File: src/shared/flash_host_map.svh
// opcode, timing and clock count map for the serial flash host
`ifndef FLASH_HOST_MAP_SVH
`define FLASH_HOST_MAP_SVH
`define OP_ARRAY_READ 8'h03
`define OP_FAST_ARRAY_READ 8'h0B
`define OP_DUAL_OUTPUT_READ 8'h3B
`define OP_DUAL_IO_READ 8'hBB
`define OP_PAGE_ERASE 8'h81
`define OP_SECTOR_ERASE 8'h20
`define OP_BLOCK_ERASE_32K 8'h52
`define OP_BLOCK_ERASE_64K 8'hD8
`define OP_CHIP_ERASE_A 8'h60
`define OP_CHIP_ERASE_B 8'hC7
`define OP_PAGE_PROGRAM 8'h02
`define OP_DUAL_INPUT_PROGRAM 8'hA2
`define OP_SUSPEND_A 8'h75
`define OP_SUSPEND_B 8'hB0
`define OP_RESUME_A 8'h7A
`define OP_RESUME_B 8'h30
`define OP_WRITE_ENABLE 8'h06
`define OP_WRITE_DISABLE 8'h04
`define OP_VOLATILE_WRITE_ENABLE 8'h50
`define OP_OTP_AREA_ERASE 8'h44
`define OP_OTP_AREA_PROGRAM 8'h42
`define OP_OTP_AREA_READ 8'h48
`define OP_STATUS_LOW_READ 8'h05
`define OP_STATUS_HIGH_READ 8'h35
`define OP_BUSY_INDICATION 8'h25
`define OP_STATUS_WRITE 8'h01
`define OP_RESET_ARM 8'h66
`define OP_RESET 8'h99
`define OP_JEDEC_ID_READ 8'h9F
`define OP_MAKER_DEVICE_ID_READ 8'h90
`define OP_DUAL_MAKER_DEVICE_ID_READ 8'h92
`define OP_DEEP_SLEEP_ENTER 8'hB9
`define OP_DEEP_SLEEP_RELEASE 8'hAB
`define OP_PARAM_TABLE_READ 8'h5A
`define OP_LEAVE_ENHANCED 8'hFF
`define OP_UNIQUE_SERIAL_READ 8'h4B
`define CLK_PERIOD_NS 40
`define SCLK_HALF_CYC 4
`define T_SLEEP_ENTRY_NS 3000
`define T_SLEEP_RELEASE_NS 8000
`define T_RESET_RECOVER_NS 30000
`define T_STATUS_WRITE_MAX_NS 12000000
`define T_POWERUP_SELECT_NS 70000
`define T_PROGRAM_RESUME_GAP_NS 100000
`define T_ERASE_RESUME_GAP_NS 200000
`define NS_TO_CYC_UP(t) (((t) + `CLK_PERIOD_NS - 1) / `CLK_PERIOD_NS)
`define SLEEP_ENTRY_CYC `NS_TO_CYC_UP(`T_SLEEP_ENTRY_NS)
`define SLEEP_RELEASE_CYC `NS_TO_CYC_UP(`T_SLEEP_RELEASE_NS)
`define RESET_RECOVER_CYC `NS_TO_CYC_UP(`T_RESET_RECOVER_NS)
`define STATUS_WRITE_MAX_CYC `NS_TO_CYC_UP(`T_STATUS_WRITE_MAX_NS)
`define POWERUP_SELECT_CYC `NS_TO_CYC_UP(`T_POWERUP_SELECT_NS)
`define PROGRAM_GAP_CYC `NS_TO_CYC_UP(`T_PROGRAM_RESUME_GAP_NS)
`define ERASE_GAP_CYC `NS_TO_CYC_UP(`T_ERASE_RESUME_GAP_NS)
`endif

File: src/shared/flash_host_pkg.sv
// types shared by the serial flash host
package flash_host_pkg;
	typedef enum logic [2:0] {PH_OPC, PH_ADR, PH_DMY, PH_WR, PH_RD} phase_t;
	typedef enum logic [1:0] {ST_IDLE, ST_SHIFT, ST_WATCH, ST_WAIT} state_t;
	typedef struct packed {
		logic [1:0] adr;
		logic [2:0] dmy;
		logic dual_adr;
		logic dual_data;
		logic wr;
		logic rd;
		logic write_enable_cmd;
		logic known;
	} cmd_info_t;
endpackage : flash_host_pkg

File: src/rtl/flash_host.sv
// host controller driving a serial nor flash over its spi pins
`timescale 1ns/1ps
`include "flash_host_map.svh"
module flash_host import flash_host_pkg::*; #(
	parameter int SCLK_HALF = `SCLK_HALF_CYC,
	parameter int STATUS_WRITE_CYC = `STATUS_WRITE_MAX_CYC,
	parameter int ERASE_GAP_CYC = `ERASE_GAP_CYC
) (
	// clock and reset
	input wire logic clk,
	input wire logic sys_rst,
	// command port
	input wire logic cmd_valid,
	output logic cmd_ready,
	input wire logic [7:0] cmd_opcode,
	input wire logic [23:0] cmd_addr,
	input wire logic [15:0] cmd_len,
	output logic cmd_done,
	// write data stream
	input wire logic wr_valid,
	input wire logic [7:0] wr_data,
	output logic wr_ready,
	// read data stream and busy indication
	output logic rd_valid,
	output logic [7:0] rd_data,
	output logic dev_busy,
	// flash pins
	output logic cs_n,
	output logic sclk,
	output logic io0_o,
	output logic io0_oe,
	input wire logic io0_i,
	output logic io1_o,
	output logic io1_oe,
	input wire logic io1_i
);
	state_t st_q;
	phase_t ph_q;
	cmd_info_t inf_q;
	logic [7:0] op_q, main_q, pre_q, sh_q, rx_q, wb_q, div_q;
	logic [7:0] rx_n;
	logic [23:0] addr_q;
	logic [15:0] len_q;
	logic [2:0] cnt_q, bit_q;
	logic [18:0] wait_q, wsr_q;
	logic [12:0] gap_q;
	logic [1:0] s1_q, s2_q;
	logic pre_v_q, pend_q, act_q, need_q, dual_q, ended_q, erase_last_q, wb_full_q, cs_q;
	logic take, use_wb;

	// command table: address, dummy, line use, data direction, latch need
	function automatic cmd_info_t decode(input logic [7:0] op);
		cmd_info_t c;
		c = '0;
		c.known = 1'h1;
		case (op)
			`OP_ARRAY_READ, `OP_MAKER_DEVICE_ID_READ, `OP_DEEP_SLEEP_RELEASE: begin
				c.adr = 2'h3;
				c.rd = 1'h1;
			end
			`OP_FAST_ARRAY_READ, `OP_OTP_AREA_READ, `OP_PARAM_TABLE_READ: begin
				c.adr = 2'h3;
				c.dmy = 3'h1;
				c.rd = 1'h1;
			end
			`OP_DUAL_OUTPUT_READ, `OP_DUAL_IO_READ, `OP_DUAL_MAKER_DEVICE_ID_READ: begin
				c.adr = 2'h3;
				c.dmy = 3'h1;
				c.dual_adr = (op == `OP_DUAL_IO_READ);
				c.dual_data = 1'h1;
				c.rd = 1'h1;
			end
			`OP_PAGE_ERASE, `OP_SECTOR_ERASE, `OP_BLOCK_ERASE_32K, `OP_BLOCK_ERASE_64K,
			`OP_OTP_AREA_ERASE: begin
				c.adr = 2'h3;
				c.write_enable_cmd = 1'h1;
			end
			`OP_CHIP_ERASE_A, `OP_CHIP_ERASE_B: c.write_enable_cmd = 1'h1;
			`OP_PAGE_PROGRAM, `OP_OTP_AREA_PROGRAM, `OP_DUAL_INPUT_PROGRAM: begin
				c.adr = 2'h3;
				c.dual_data = (op == `OP_DUAL_INPUT_PROGRAM);
				c.wr = 1'h1;
				c.write_enable_cmd = 1'h1;
			end
			`OP_STATUS_WRITE: begin
				c.wr = 1'h1;
				c.write_enable_cmd = 1'h1;
			end
			`OP_STATUS_LOW_READ, `OP_STATUS_HIGH_READ, `OP_JEDEC_ID_READ: c.rd = 1'h1;
			`OP_UNIQUE_SERIAL_READ: begin
				c.dmy = 3'h4;
				c.rd = 1'h1;
			end
			`OP_BUSY_INDICATION: c.dmy = 3'h1;
			`OP_SUSPEND_A, `OP_SUSPEND_B, `OP_RESUME_A, `OP_RESUME_B, `OP_WRITE_ENABLE, `OP_WRITE_DISABLE,
			`OP_VOLATILE_WRITE_ENABLE, `OP_RESET_ARM, `OP_RESET, `OP_DEEP_SLEEP_ENTER,
			`OP_LEAVE_ENHANCED: c.known = 1'h1;
			default: c.known = 1'h0;
		endcase
		return c;
	endfunction : decode

	// deselect time after a frame, stretched for recovery periods
	function automatic logic [18:0] post_wait(input logic [7:0] op, input logic wsr_busy);
		logic [18:0] w;
		w = 19'(2 * SCLK_HALF);
		if (op == `OP_DEEP_SLEEP_ENTER)
			w = 19'(`SLEEP_ENTRY_CYC);
		if (op == `OP_DEEP_SLEEP_RELEASE)
			w = 19'(`SLEEP_RELEASE_CYC);
		if (op == `OP_RESET)
			w = wsr_busy ? 19'(STATUS_WRITE_CYC) : 19'(`RESET_RECOVER_CYC);
		return w;
	endfunction : post_wait

	// suspend is held off until the resume gap runs out
	assign take = cmd_valid && cmd_ready &&
		!((cmd_opcode == `OP_SUSPEND_A || cmd_opcode == `OP_SUSPEND_B) && gap_q != '0);
	assign use_wb = (st_q == ST_SHIFT) && need_q && wb_full_q;

	// dual samples append line 1 above line 0
	always_comb begin
		rx_n = dual_q ? {rx_q[5:0], s2_q} : {rx_q[6:0], s2_q[1]};
	end

	// two-flop synchronisers for the data pins
	always_ff @(posedge clk) begin
		if (sys_rst) begin
			s1_q <= '0;
			s2_q <= '0;
		end else begin
			s1_q <= {io1_i, io0_i};
			s2_q <= s1_q;
		end
	end

	// one-byte hold for write data; stalls the link when empty
	always_ff @(posedge clk) begin
		if (sys_rst) begin
			wb_q <= '0;
			wb_full_q <= 1'h0;
			wr_ready <= 1'h0;
		end else if (wr_valid && wr_ready) begin
			wb_q <= wr_data;
			wb_full_q <= 1'h1;
			wr_ready <= 1'h0;
		end else if (use_wb) begin
			wb_full_q <= 1'h0;
			wr_ready <= 1'h1;
		end else begin
			wr_ready <= !wb_full_q;
		end
	end

	// resume gap and status write timers
	always_ff @(posedge clk) begin
		if (sys_rst) begin
			gap_q <= '0;
			wsr_q <= '0;
			erase_last_q <= 1'h0;
		end else begin
			if (ended_q && (op_q == `OP_RESUME_A || op_q == `OP_RESUME_B))
				gap_q <= erase_last_q ? 13'(ERASE_GAP_CYC) : 13'(`PROGRAM_GAP_CYC);
			else if (gap_q != '0)
				gap_q <= gap_q - 1'h1;
			if (ended_q && op_q == `OP_STATUS_WRITE)
				wsr_q <= 19'(STATUS_WRITE_CYC);
			else if (wsr_q != '0)
				wsr_q <= wsr_q - 1'h1;
			if (ended_q && inf_q.write_enable_cmd && op_q != `OP_STATUS_WRITE)
				erase_last_q <= !inf_q.wr;
		end
	end

	// pin drivers follow the shift register one cycle late
	always_ff @(posedge clk) begin
		if (sys_rst) begin
			io0_o <= 1'h0;
			io1_o <= 1'h0;
			io0_oe <= 1'h0;
			io1_oe <= 1'h0;
			dev_busy <= 1'h0;
			cmd_ready <= 1'h0;
			cs_n <= 1'h1;
		end else begin
			io0_o <= dual_q ? sh_q[6] : sh_q[7];
			io1_o <= sh_q[7];
			io0_oe <= (st_q == ST_SHIFT) && (ph_q != PH_RD || !dual_q);
			io1_oe <= (st_q == ST_SHIFT) && (ph_q != PH_RD) && dual_q;
			dev_busy <= (st_q == ST_WATCH) && s2_q[1];
			cmd_ready <= (st_q == ST_IDLE) && !take;
			cs_n <= cs_q; // late like the enables, so select always brackets driven data
		end
	end

	// frame sequencer
	always_ff @(posedge clk) begin
		if (sys_rst) begin
			st_q <= ST_WAIT;
			wait_q <= 19'(`POWERUP_SELECT_CYC);
			cs_q <= 1'h1;
			sclk <= 1'h0;
			ph_q <= PH_OPC;
			inf_q <= '0;
			op_q <= '0;
			main_q <= '0;
			pre_q <= '0;
			addr_q <= '0;
			len_q <= '0;
			sh_q <= '0;
			rx_q <= '0;
			cnt_q <= '0;
			bit_q <= '0;
			div_q <= '0;
			pre_v_q <= 1'h0;
			pend_q <= 1'h0;
			act_q <= 1'h0;
			need_q <= 1'h0;
			dual_q <= 1'h0;
			ended_q <= 1'h0;
			rd_valid <= 1'h0;
			rd_data <= '0;
			cmd_done <= 1'h0;
		end else begin
			rd_valid <= 1'h0;
			cmd_done <= 1'h0;
			ended_q <= 1'h0;
			case (st_q)
				ST_IDLE: begin
					if (take) begin
						main_q <= cmd_opcode;
						addr_q <= cmd_addr;
						len_q <= cmd_len;
						act_q <= 1'h1;
						pend_q <= 1'h1;
						pre_v_q <= decode(cmd_opcode).write_enable_cmd || cmd_opcode == `OP_RESET;
						pre_q <= (cmd_opcode == `OP_RESET) ? `OP_RESET_ARM : `OP_WRITE_ENABLE;
						wait_q <= '0;
						st_q <= ST_WAIT;
					end
				end
				ST_WAIT: begin
					if (wait_q != '0) begin
						wait_q <= wait_q - 1'h1;
					end else if (pre_v_q || (pend_q && decode(main_q).known)) begin
						pend_q <= pre_v_q;
						pre_v_q <= 1'h0;
						op_q <= pre_v_q ? pre_q : main_q;
						inf_q <= pre_v_q ? cmd_info_t'(1) : decode(main_q);
						sh_q <= pre_v_q ? pre_q : main_q;
						cs_q <= 1'h0;
						ph_q <= PH_OPC;
						dual_q <= 1'h0;
						bit_q <= 3'h7;
						div_q <= '0;
						st_q <= ST_SHIFT;
					end else begin
						pend_q <= 1'h0;
						cmd_done <= act_q;
						act_q <= 1'h0;
						st_q <= ST_IDLE;
					end
				end
				ST_WATCH: begin
					// let the pin settle through the synchroniser before trusting it
					if (div_q != 8'(SCLK_HALF - 1)) begin
						div_q <= div_q + 1'h1;
					end else if (!s2_q[1]) begin
						cs_q <= 1'h1;
						wait_q <= post_wait(op_q, wsr_q != '0);
						ended_q <= 1'h1;
						st_q <= ST_WAIT;
					end
				end
				ST_SHIFT: begin
					if (need_q) begin
						if (wb_full_q) begin
							sh_q <= wb_q;
							len_q <= len_q - 1'h1;
							need_q <= 1'h0;
							div_q <= '0;
						end
					end else if (div_q != 8'(SCLK_HALF - 1)) begin
						div_q <= div_q + 1'h1;
					end else if (!sclk) begin
						div_q <= '0;
						sclk <= 1'h1;
					end else begin
						div_q <= '0;
						sclk <= 1'h0;
						rx_q <= rx_n;
						if (bit_q != '0) begin
							bit_q <= bit_q - 1'h1;
							sh_q <= dual_q ? {sh_q[5:0], 2'h0} : {sh_q[6:0], 1'h0};
						end else begin
							if (ph_q == PH_RD) begin
								rd_valid <= 1'h1;
								rd_data <= rx_n;
							end
							if ((ph_q == PH_ADR || ph_q == PH_DMY) && cnt_q != '0) begin
								cnt_q <= cnt_q - 1'h1;
								bit_q <= dual_q ? 3'h3 : 3'h7;
								sh_q <= (ph_q == PH_ADR) ? addr_q[23:16] : 8'h00;
								addr_q <= {addr_q[15:0], 8'h00};
							end else if (ph_q == PH_OPC && inf_q.adr != '0) begin
								ph_q <= PH_ADR;
								cnt_q <= 3'({1'h0, inf_q.adr} - 3'h1);
								dual_q <= inf_q.dual_adr;
								bit_q <= inf_q.dual_adr ? 3'h3 : 3'h7;
								sh_q <= addr_q[23:16];
								addr_q <= {addr_q[15:0], 8'h00};
							end else if ((ph_q == PH_OPC || ph_q == PH_ADR) && inf_q.dmy != '0) begin
								ph_q <= PH_DMY;
								cnt_q <= inf_q.dmy - 3'h1;
								dual_q <= inf_q.dual_adr;
								bit_q <= inf_q.dual_adr ? 3'h3 : 3'h7;
								sh_q <= 8'h00;
							end else if (op_q == `OP_BUSY_INDICATION && ph_q == PH_DMY) begin
								st_q <= ST_WATCH;
							end else if (len_q != '0 && (inf_q.rd || inf_q.wr)) begin
								ph_q <= inf_q.rd ? PH_RD : PH_WR;
								dual_q <= inf_q.dual_data;
								bit_q <= inf_q.dual_data ? 3'h3 : 3'h7;
								need_q <= inf_q.wr;
								sh_q <= 8'h00;
								if (inf_q.rd)
									len_q <= len_q - 1'h1;
							end else begin
								cs_q <= 1'h1;
								wait_q <= post_wait(op_q, wsr_q != '0);
								ended_q <= 1'h1;
								st_q <= ST_WAIT;
							end
						end
					end
				end
				default: st_q <= ST_IDLE;
			endcase
		end
	end
endmodule : flash_host

File: config.mk
export PLATFORM = sky130hd
export DESIGN_NAME = flash_host
export DESIGN_NICKNAME = d
export VERILOG_FILES = /design/src/shared/flash_host_pkg.sv /design/src/rtl/flash_host.sv
export VERILOG_INCLUDE_DIRS = /design/src /design/src/shared
export SDC_FILE = /design/constraint.sdc
export NUM_CORES = 1
export LEC_CHECK = 0
export ABC_AREA = 0
export BUFFER_PORTS_ARGS = -buffer_cell sky130_fd_sc_hd__buf_2
export CAP_MARGIN = 20
export CORE_MARGIN = 2
export CORE_UTILIZATION = 44
export CTS_CLUSTER_SIZE = 8
export DETAILED_ROUTE_END_ITERATION = 7
export PLACE_DENSITY = 0.59
export SYNTH_ARGS = -nofsm -noshare
export SYNTH_HDL_FRONTEND = slang
export SYNTH_SLANG_ARGS = --single-unit
export TNS_END_PERCENT = 100
File: constraint.sdc
create_clock -name clk -period 3 [get_ports clk]
set_input_delay 0.45 -clock clk [delete_from_list [all_inputs] [get_ports clk]]
set_output_delay 0.45 -clock clk [all_outputs]
set_load 0.1 [all_outputs]
# Yosys cells after proc, flatten, opt, wreduce, memory -nomap -nowiden
# Cells that the tools add are included.
word_totals:
  ff_bits: 199
  inputBits: 62
classes:
  addsub: 9
  eq_ne: 101
  muxes: 192
  n_bitwise: 7
  reduce_logical: 83
op_table:
  columns: ["op", "count"]
  rows:
  - ["two-way mux 19 bit", 18]
  - ["two-way mux 16 bit", 12]
  - ["equality test 8 bit (second input constant)", 22]
  - ["two-way mux 8 bit", 22]
  - ["two-way mux 24 bit", 7]
  - ["equality test 8 x 7 -> 1 bit (second input constant)", 17]
  - ["two-way mux 3 bit", 29]
  - ["one-hot mux 19 bit (4 select lines)", 1]
  - ["two-way mux 1 bit", 68]
  - ["equality test 8 x 6 -> 1 bit (second input constant)", 8]
  - ["one-hot mux 24 bit (2 select lines)", 1]
  - ["two-way mux 13 bit", 3]
  - ["nonzero test 19 bit", 2]
  - ["subtractor 19 x 1 -> 19 bit (second input constant)", 2]
  - ["OR reduction 36 bit", 1]
  - ["inequality test 3 bit (second input constant)", 11]
  - ["inequality test 2 bit (second input constant)", 16]
  - ["one-hot mux 16 bit (2 select lines)", 1]
  - ["two-way mux 2 bit", 14]
  - ["equality test 8 x 1 -> 1 bit (second input constant)", 3]
  - ["equality test 8 x 2 -> 1 bit (second input constant)", 3]
  - ["equality test 8 x 3 -> 1 bit (second input constant)", 3]
  - ["one-hot mux 8 bit (3 select lines)", 1]
  - ["AND reduction 12 bit", 2]
  - ["other kinds (57)", 125]

# Logic depth before layout (Yosys ltp)
# Gate-level depths: netlist (run 1).
logic_depth:
  word_depth: 14
  depth_mapped: 11
  mapped_depth_nobuf: 9

# Worst setup path after synthesis (run 1)
# OpenSTA, ideal clock, no wires.
synth_timing:
  path_kind: "reg-to-reg"
  startpoint: "register sclk"
  endpoint: "register ph_q[1]"
  t_arrival_ns: 2.804
  required_ns: 2.879
  path_slack_ns: 0.075
  stages_incl_launch_ff: 7
  cell_sequence: "dfxtp_1 nor2b_1 nand3_1 or3_1 o31a_1 or3_1 mux2_2"
synth_via:
  elab_chain_cells: 2
synth_rtl:
  columns: ["element", "line", "text"]
  rows:
  - ["from (decl)", "flash_host.sv:29", "output logic sclk,"]
  - ["from (signal assigned)", "flash_host.sv:202", "sclk <= 1'h0;"]
  - ["from (signal assigned)", "flash_host.sv:287", "sclk <= 1'h1;"]
  - ["from (signal assigned)", "flash_host.sv:290", "sclk <= 1'h0;"]
  - ["inequality test 2 bit (no source line)", null, null]
  - ["AND reduction 10 bit (no source line)", null, null]
  - ["to (signal assigned)", "flash_host.sv:321", "ph_q <= inf_q.rd ? PH_RD : PH_WR;"]
  - ["to (decl)", "flash_host.sv:38", "phase_t ph_q;"]
# No other way between the ends.
# A chain may end at the register's enable or synchronous reset.

# Worst setup path after layout (run 1)
layout_timing:
  startpoint: "register div_q[0]"
  endpoint: "register wait_q[11]"
layout_via:
  elab_chain_cells: 3
layout_rtl:
  columns: ["element", "line", "text"]
  rows:
  - ["from (decl)", "flash_host.sv:40", "logic [7:0] op_q, main_q, pre_q, sh_q, rx_q, wb_q, div_q;"]
  - ["from (signal assigned)", "flash_host.sv:267", "div_q <= div_q + 1'h1;"]
  - ["from (signal assigned)", "flash_host.sv:284", "div_q <= div_q + 1'h1;"]
  - ["inequality test 8 x 2 -> 1 bit (*)", "flash_host.sv:266, flash_host.sv:283", null]
  - ["inequality test 2 bit (no source line)", null, null]
  - ["AND reduction 13 bit (no source line) (*)", null, null]
  - ["to (signal assigned)", "flash_host.sv:244", "wait_q <= wait_q - 1'h1;"]
  - ["to (signal assigned)", "flash_host.sv:270", "wait_q <= post_wait(op_q, wsr_q != '0);"]
  - ["to (signal assigned)", "flash_host.sv:330", "wait_q <= post_wait(op_q, wsr_q != '0);"]
  - ["to (decl)", "flash_host.sv:45", "logic [18:0] wait_q, wsr_q;"]
# Every way passes the cells marked *; elsewhere a longest branch is shown, timed or not.

==> results.yml, run 1 <==
outcome:
  outcome: "finished, final reports clean"
global_route:
  grt_pass1_vias: 9034
  grt_overflow: 0
  track_usage: 0.232
  grt_antenna_before_repair: 0
  grt_max_degree: 114
  grt_pass1_wl_um: 46600
sta:
  hold_viol: 0
  fmax_mhz: 340
  finalSetupViolations: 0
  holdWs_ps: 209
  maxSlewHeadroom: 0.521
  drv_slew: 0
  setup_ws_ps: 59.4
  min_period_ps: 2940
  finalCritPeriodShare: 0.980
  worstMarginPinSlew_ps: 711
  fin_skew_ps: 20.0
clock_network:
  cts.sinks: 191
  clk_latency_ps: 440
  cts-root-buf: "clkbuf_16"
  cts_tree: "yes"
  ctsLongestPathBuffers: 2
  cts.clk_slew.worst_paths_ps: 90
  numCtsBuffers: 17
  h-tree-depth: 4
worst_setup_path:
  slowest_delay_ps: 510
  critPathKind: "flip-flop to flip-flop"
  path_buf_inv: 2
  cp_common_cell: "buf_4"
  cp-end-kind: "flip-flop"
  start_kind: "flip-flop"
  worstPathMaxFanout: 17
  path_delay_family: "simple AND/OR/NAND/NOR gates"
  crit_slowest_cell: "or4_1"
  cp_data_arrival_time_ps: 3310
  required_ps: 3370
  worstPathCellList: "ha_1 > nor4b_2 > buf_4 > a31o_2 > o21a_1 > a32oi_1 > nand3b_1 > buf_4 > or4_1 > a21oi_1"
route:
  avgViaCountPerCell: 5.68
  wirelength_um: 28500
  dr.pass1.iters: 5
  num_vias: 9804
  wl_per_cell_um: 16.5
  drc: 0
  first_iter_violations: 755
  postRouteAntennaNets: 0
final_layout:
  diodes: 0
  drive_gt1_frac: 0.168
  mostFrequentLayoutCell: "dfxtp_1"
  nNetsFinal: 1471
  multiInputGateArea_um2: 6090
  design_area_um2: 12200
  n_fill_cell: 2290
  regArea_um2: 3820
  syn_to_final_growth_pct: 17.4
  layout.cells.most_common_list: "dfxtp_1, nor2_1, a21oi_1, nand2_1, buf_4"
synthesis:
  synth_xor_area_frac: 0.0262
  synth-warning-count: 0
  synth_cell_type_count: 77
  ys.flop_type: "dfxtp_1"
  synth_edf_count: 0
  synth_area_um2: 10400
  ys_ff_latch: 191
  synth.area.mux_share: 0.0600
  synth_top_area_share: 0.368
  synthSimpleGateAreaFrac: 0.252
  syn_avg_cell_area_um2: 8.00
  syn_nets: 1374
  ys_seq_area_frac: 0.368
  synthArstFlopShare: 0
  synth_top_family_by_area: "simple AND/OR/NAND/NOR gates"
  synth_area_leaders: "dfxtp_1, mux2i_1, nor2_1"
  synthCells: 1297
  synth-adder-area-share: 0.0181
  synth-compound-area-share: 0.227
  yosysTopAreaCell: "dfxtp_1"
place:
  pre_cts_slack_ps: 94.2
  port_buffers: 80
  place_area_um2: 11500
  globalplace.congestion: 0.876
  hpwl_um: 20300
power_and_ir_drop:
  power.density_nw_per_um2: 772
  p_comb_frac: 0.401
  swShare: 0.399
  power.switching_w: 0.00375
  p_seq_frac: 0.349
  total_power_w: 0.00941
  p_int_w: 0.00566
  power_frac_clock: 0.250
  vdd_drop_max_v: 0.000471
  leakage_nw: 4.54
floorplan:
  start_util: 0.445
  die_w_um: 158
  die_h_um: 158
  pin_count: 81
  rows: 56
  dieArea_um2: 24800
  coreArea_um2: 23300
job:
  drv_cap: 0
hold_path:
  holdCritPathClass: "input port to flip-flop"
-- metal layers --
| metal | routed length [um] | global-route usage | share of wire |
|---|---|---|---|
| met1 | 13700 | 0.321 | 0.48 |
| met2 | 13300 | 0.381 | 0.47 |
| met3 | 1110 | 0.0375 | 0.039 |
| met4 | 393 | 0.0519 | 0.014 |
| met5 | 0 | 0 | 0 |
-- power groups by stage --
stage	Clock (W)	Combinational [W]	Sequential (W)
after global routing	0.00251	0.00422	0.00334
final	0.00236	0.00377	0.00328
after floorplan	0	0.00271	0.00329
after CTS	0.00241	0.00376	0.00328
after detailed placement	0	0.00373	0.00334
after global placement	0	0.00370	0.00332
-- cell type report --
class | instances | share of cell area
Clock buffer | 17 | 0.0349
Clock inverter | 15 | 0.0159
Inverter | 41 | 0.0126
Multi-Input combinational cell | 976 | 0.500
Sequential cell | 191 | 0.314
Tap cell | 319 | 0.0328
Timing Repair Buffer | 167 | 0.0898
-- flip-flops by register name, indices dropped and copies added, names as in the netlist, 2 cells and up --
name     count
ph_q         3
s1_q         2
bit_q        3
sh_q         8
div_q        8
s2_q         2
addr_q      24
cnt_q        3
main_q       8
wb_q         8
rd_data      8
wsr_q       19
len_q       16
rx_q         7
pre_q        2
inf_q        8
st_q         2
wait_q      19
op_q         8
gap_q       13
-- cells by family (layout without fill, tap and decap cells) --
| group | count (synthesis) | after routing |
|---|---|---|
| buffers and inverters | 130 | 240 |
| adder cells (fa/ha/maj) | 15 | 15 |
| XOR/XNOR | 31 | 31 |
| flip-flops | 191 | 191 |
| AND/OR/NAND/NOR | 514 | 514 |
| multiplexers | 62 | 62 |
| AO/OA/AOI/OAI | 354 | 354 |
-- cells in the mapped netlist, drive strengths merged (8+ instances only) --
master / n
a211oi: 46
a21oi: 120
a22o: 8
a31oi: 10
and3: 10
buf: 20
clkbuf: 69
dfxtp: 191
ha: 15
inv: 41
mux2i: 60
nand2: 104
nand2b: 21
nand3: 30
nand3b: 10
nand4: 9
nor2: 159
nor2b: 20
nor3: 38
nor3b: 10
nor4: 30
o211ai: 13
o21ai: 49
o22ai: 9
o32ai: 8
o41ai: 9
or3: 21
or4: 16
xnor2: 16
xor2: 15
-- worst paths after layout --
path               startpoint          to  slack, ps  depth (start not counted)
setup reg to reg     div_q[0]  wait_q[11]         60                         10
hold / removal    cmd_addr[4]   addr_q[4]        210                          2
hold reg to reg         act_q    cmd_done        440                          2
setup / recovery     div_q[0]  wait_q[11]         60                         10
-- timing repair --
item / in CTS / in global routing
endpoints found under the setup margin: 0 / 42
hold buffers: 0 / 0
buffers inserted: 0 / 1
resized for setup: 0 / 7
-- stage by stage --
stage / utilization / setup TNS, ps / instances
global route: 0.522 / -29.0 / 1726
global placement: 0.494 / 0 / 1693
finish: 0.522 / 0 / 1726
CTS: 0.520 / 0 / 1725
floorplan: - / 0 / 1297
detailed placement: 0.494 / 0 / 1693
(Power assumes the default switching activity.)
==> run 2: changes to the inputs <==
- PLACE_DENSITY: 0.59 -> unset
==> run 2 against run 1 <==
  * Final cell count is 0.75% lower
  * Global-route usage decreased by 0.27 points
  * Die area did not move
  * First-iteration DRC count down 11%
  * Critical path depth is the same
  * Sequential power barely moved
  * Hold slack got worse by 8.3 ps
  * Sequential share of layout area increased by 0.23 points
  * Clock-buffer cell count unchanged
==> results.yml, run 2 (synthesized netlist as in run 1, its figures left out) <==
place:
  place_area_um2: 11400
  port_buffers: 80
  globalplace.congestion: 0.902
  hpwl_um: 20100
worst_setup_path:
  rr_startpoint: "len_q[0]"
  cp_data_arrival_time_ps: 3240
  start_kind: "flip-flop"
  worstRegToRegCells: 10
  crit_slowest_cell: "or4_1"
  path_delay_family: "simple AND/OR/NAND/NOR gates"
  worstPathCellList: "inv_1 > ha_1 > nor4b_1 > and4_2 > o21a_1 > a32oi_1 > nand3b_1 > buf_4 > or4_1 > a21oi_1"
  required_ps: 3380
  worstPathMaxFanout: 11
  cp-end-kind: "flip-flop"
  slowest_delay_ps: 500
  rrSetupSlack_ps: 140
  path_buf_inv: 2
  r2r_end: "wait_q[11]"
  critPathKind: "flip-flop to flip-flop"
sta:
  min_period_ps: 2860
  maxSlewHeadroom: 0.566
  worstMarginPinSlew_ps: 645
  fin_skew_ps: 19.2
  drv_slew: 0
  finalCritPeriodShare: 0.953
  hold_viol: 0
  fin_tns_setup_ps: 0
  finalSetupViolations: 0
  fmax_mhz: 350
clock_network:
  cts.sinks: 191
  cts_tree: "yes"
  h-tree-depth: 4
  ctsLongestPathBuffers: 2
  clk_latency_ps: 450
  cts-root-buf: "clkbuf_16"
  numCtsBuffers: 17
  cts.clk_slew.worst_paths_ps: 90
hold_path:
  hold_depth: 2
  holdPathEnd: "addr_q[7]"
  holdCritPathClass: "input port to flip-flop"
  worstHoldStart: "cmd_addr[7]"
power_and_ir_drop:
  power.density_nw_per_um2: 776
  p_int_w: 0.00562
  p_seq_frac: 0.350
  power.switching_w: 0.00377
  vdd_drop_max_v: 0.000420
  total_power_w: 0.00939
  leakage_nw: 4.49
  power_frac_clock: 0.250
  swShare: 0.402
  p_comb_frac: 0.400
global_route:
  grt_max_degree: 111
  track_usage: 0.229
  grt_overflow: 0
  grt_antenna_before_repair: 0
  grt_pass1_wl_um: 46200
  grt_pass1_vias: 8955
final_layout:
  largest_register: "addr_q"
  n_fill_cell: 2228
  diodes: 0
  syn_to_final_growth_pct: 16.6
  nNetsFinal: 1458
  top_regs: "addr_q (24), wait_q (19), wsr_q (19)"
  mostFrequentLayoutCell: "dfxtp_1"
  largest_reg_flops: 24
  design_area_um2: 12100
  layout.cells.most_common_list: "dfxtp_1, nor2_1, a21oi_1, nand2_1, buf_2"
  drive_gt1_frac: 0.163
route:
  avgViaCountPerCell: 5.74
  wirelength_um: 28400
  drc: 0
  first_iter_violations: 670
  dr.pass1.iters: 5
  postRouteAntennaNets: 0
  num_vias: 9828
  wl_per_cell_um: 16.6
job:
  drv_cap: 0
floorplan:
  start_util: 0.445
  dieArea_um2: 24800
  rows: 56
  pin_count: 81
  die_w_um: 158
  die_h_um: 158
  coreArea_um2: 23300
outcome:
  outcome: "finished, final reports clean"
==> run 2: worst max path at each step <==
stage              start  depth (start not counted)    endpoint
3_5_place_dp   main_q[2]                          7     ph_q[1]
3_3_place_gp   main_q[2]                          7     ph_q[1]
6_report        len_q[0]                         10  wait_q[11]
2_1_floorplan       sclk                          6     ph_q[1]
4_1_cts        main_q[4]                          8     sh_q[5]
5_1_grt        main_q[5]                          8     sh_q[7]
==> run 2: layout make-up <==
| class | count | area [um^2] | share of cell area |
|---|---|---|---|
| Clock inverter | 15 | 200 | 0.0165 |
| Sequential cell | 191 | 3830 | 0.316 |
| Clock buffer | 17 | 425 | 0.0352 |
| Multi-Input combinational cell | 976 | 6110 | 0.505 |
| Inverter | 41 | 154 | 0.0127 |
| Timing Repair Buffer | 154 | 983 | 0.0813 |
| Tap cell | 319 | 399 | 0.0330 |
==> run 2: per-layer routing <==
layer | share of wire | track usage
met5 | 0 | 0
met4 | 0.013 | 0.0589
met3 | 0.039 | 0.0323
met2 | 0.46 | 0.369
met1 | 0.48 | 0.324
==> run 2: repair_timing <==
action                                 in CTS  in global routing
pin swaps                                   0                  1
endpoints found under the hold margin       0                  0
setup endpoints to repair                   6                 57
gates resized for setup                     1                 12
hold buffers                                0                  0
setup buffers                               0                  2
==> run 2: per-stage QoR <==
step	util	cells	setup slack [ps]	hold WS, ps
floorplan	-	1297	75.4	393
global placement	0.489	1679	36.2	421
detailed placement	0.489	1679	-19.2	427
CTS	0.516	1711	31.9	186
global route	0.519	1713	-20.6	186
finish	0.519	1713	142	200
==> run 2: power groups by stage <==
stage / Sequential (W) / Combinational, W / Clock (W)
after floorplan: 0.00329 / 0.00271 / 0
after detailed placement: 0.00334 / 0.00367 / 0
final: 0.00329 / 0.00376 / 0.00235
after global placement: 0.00332 / 0.00364 / 0
after global routing: 0.00335 / 0.00418 / 0.00251
after CTS: 0.00328 / 0.00369 / 0.00240
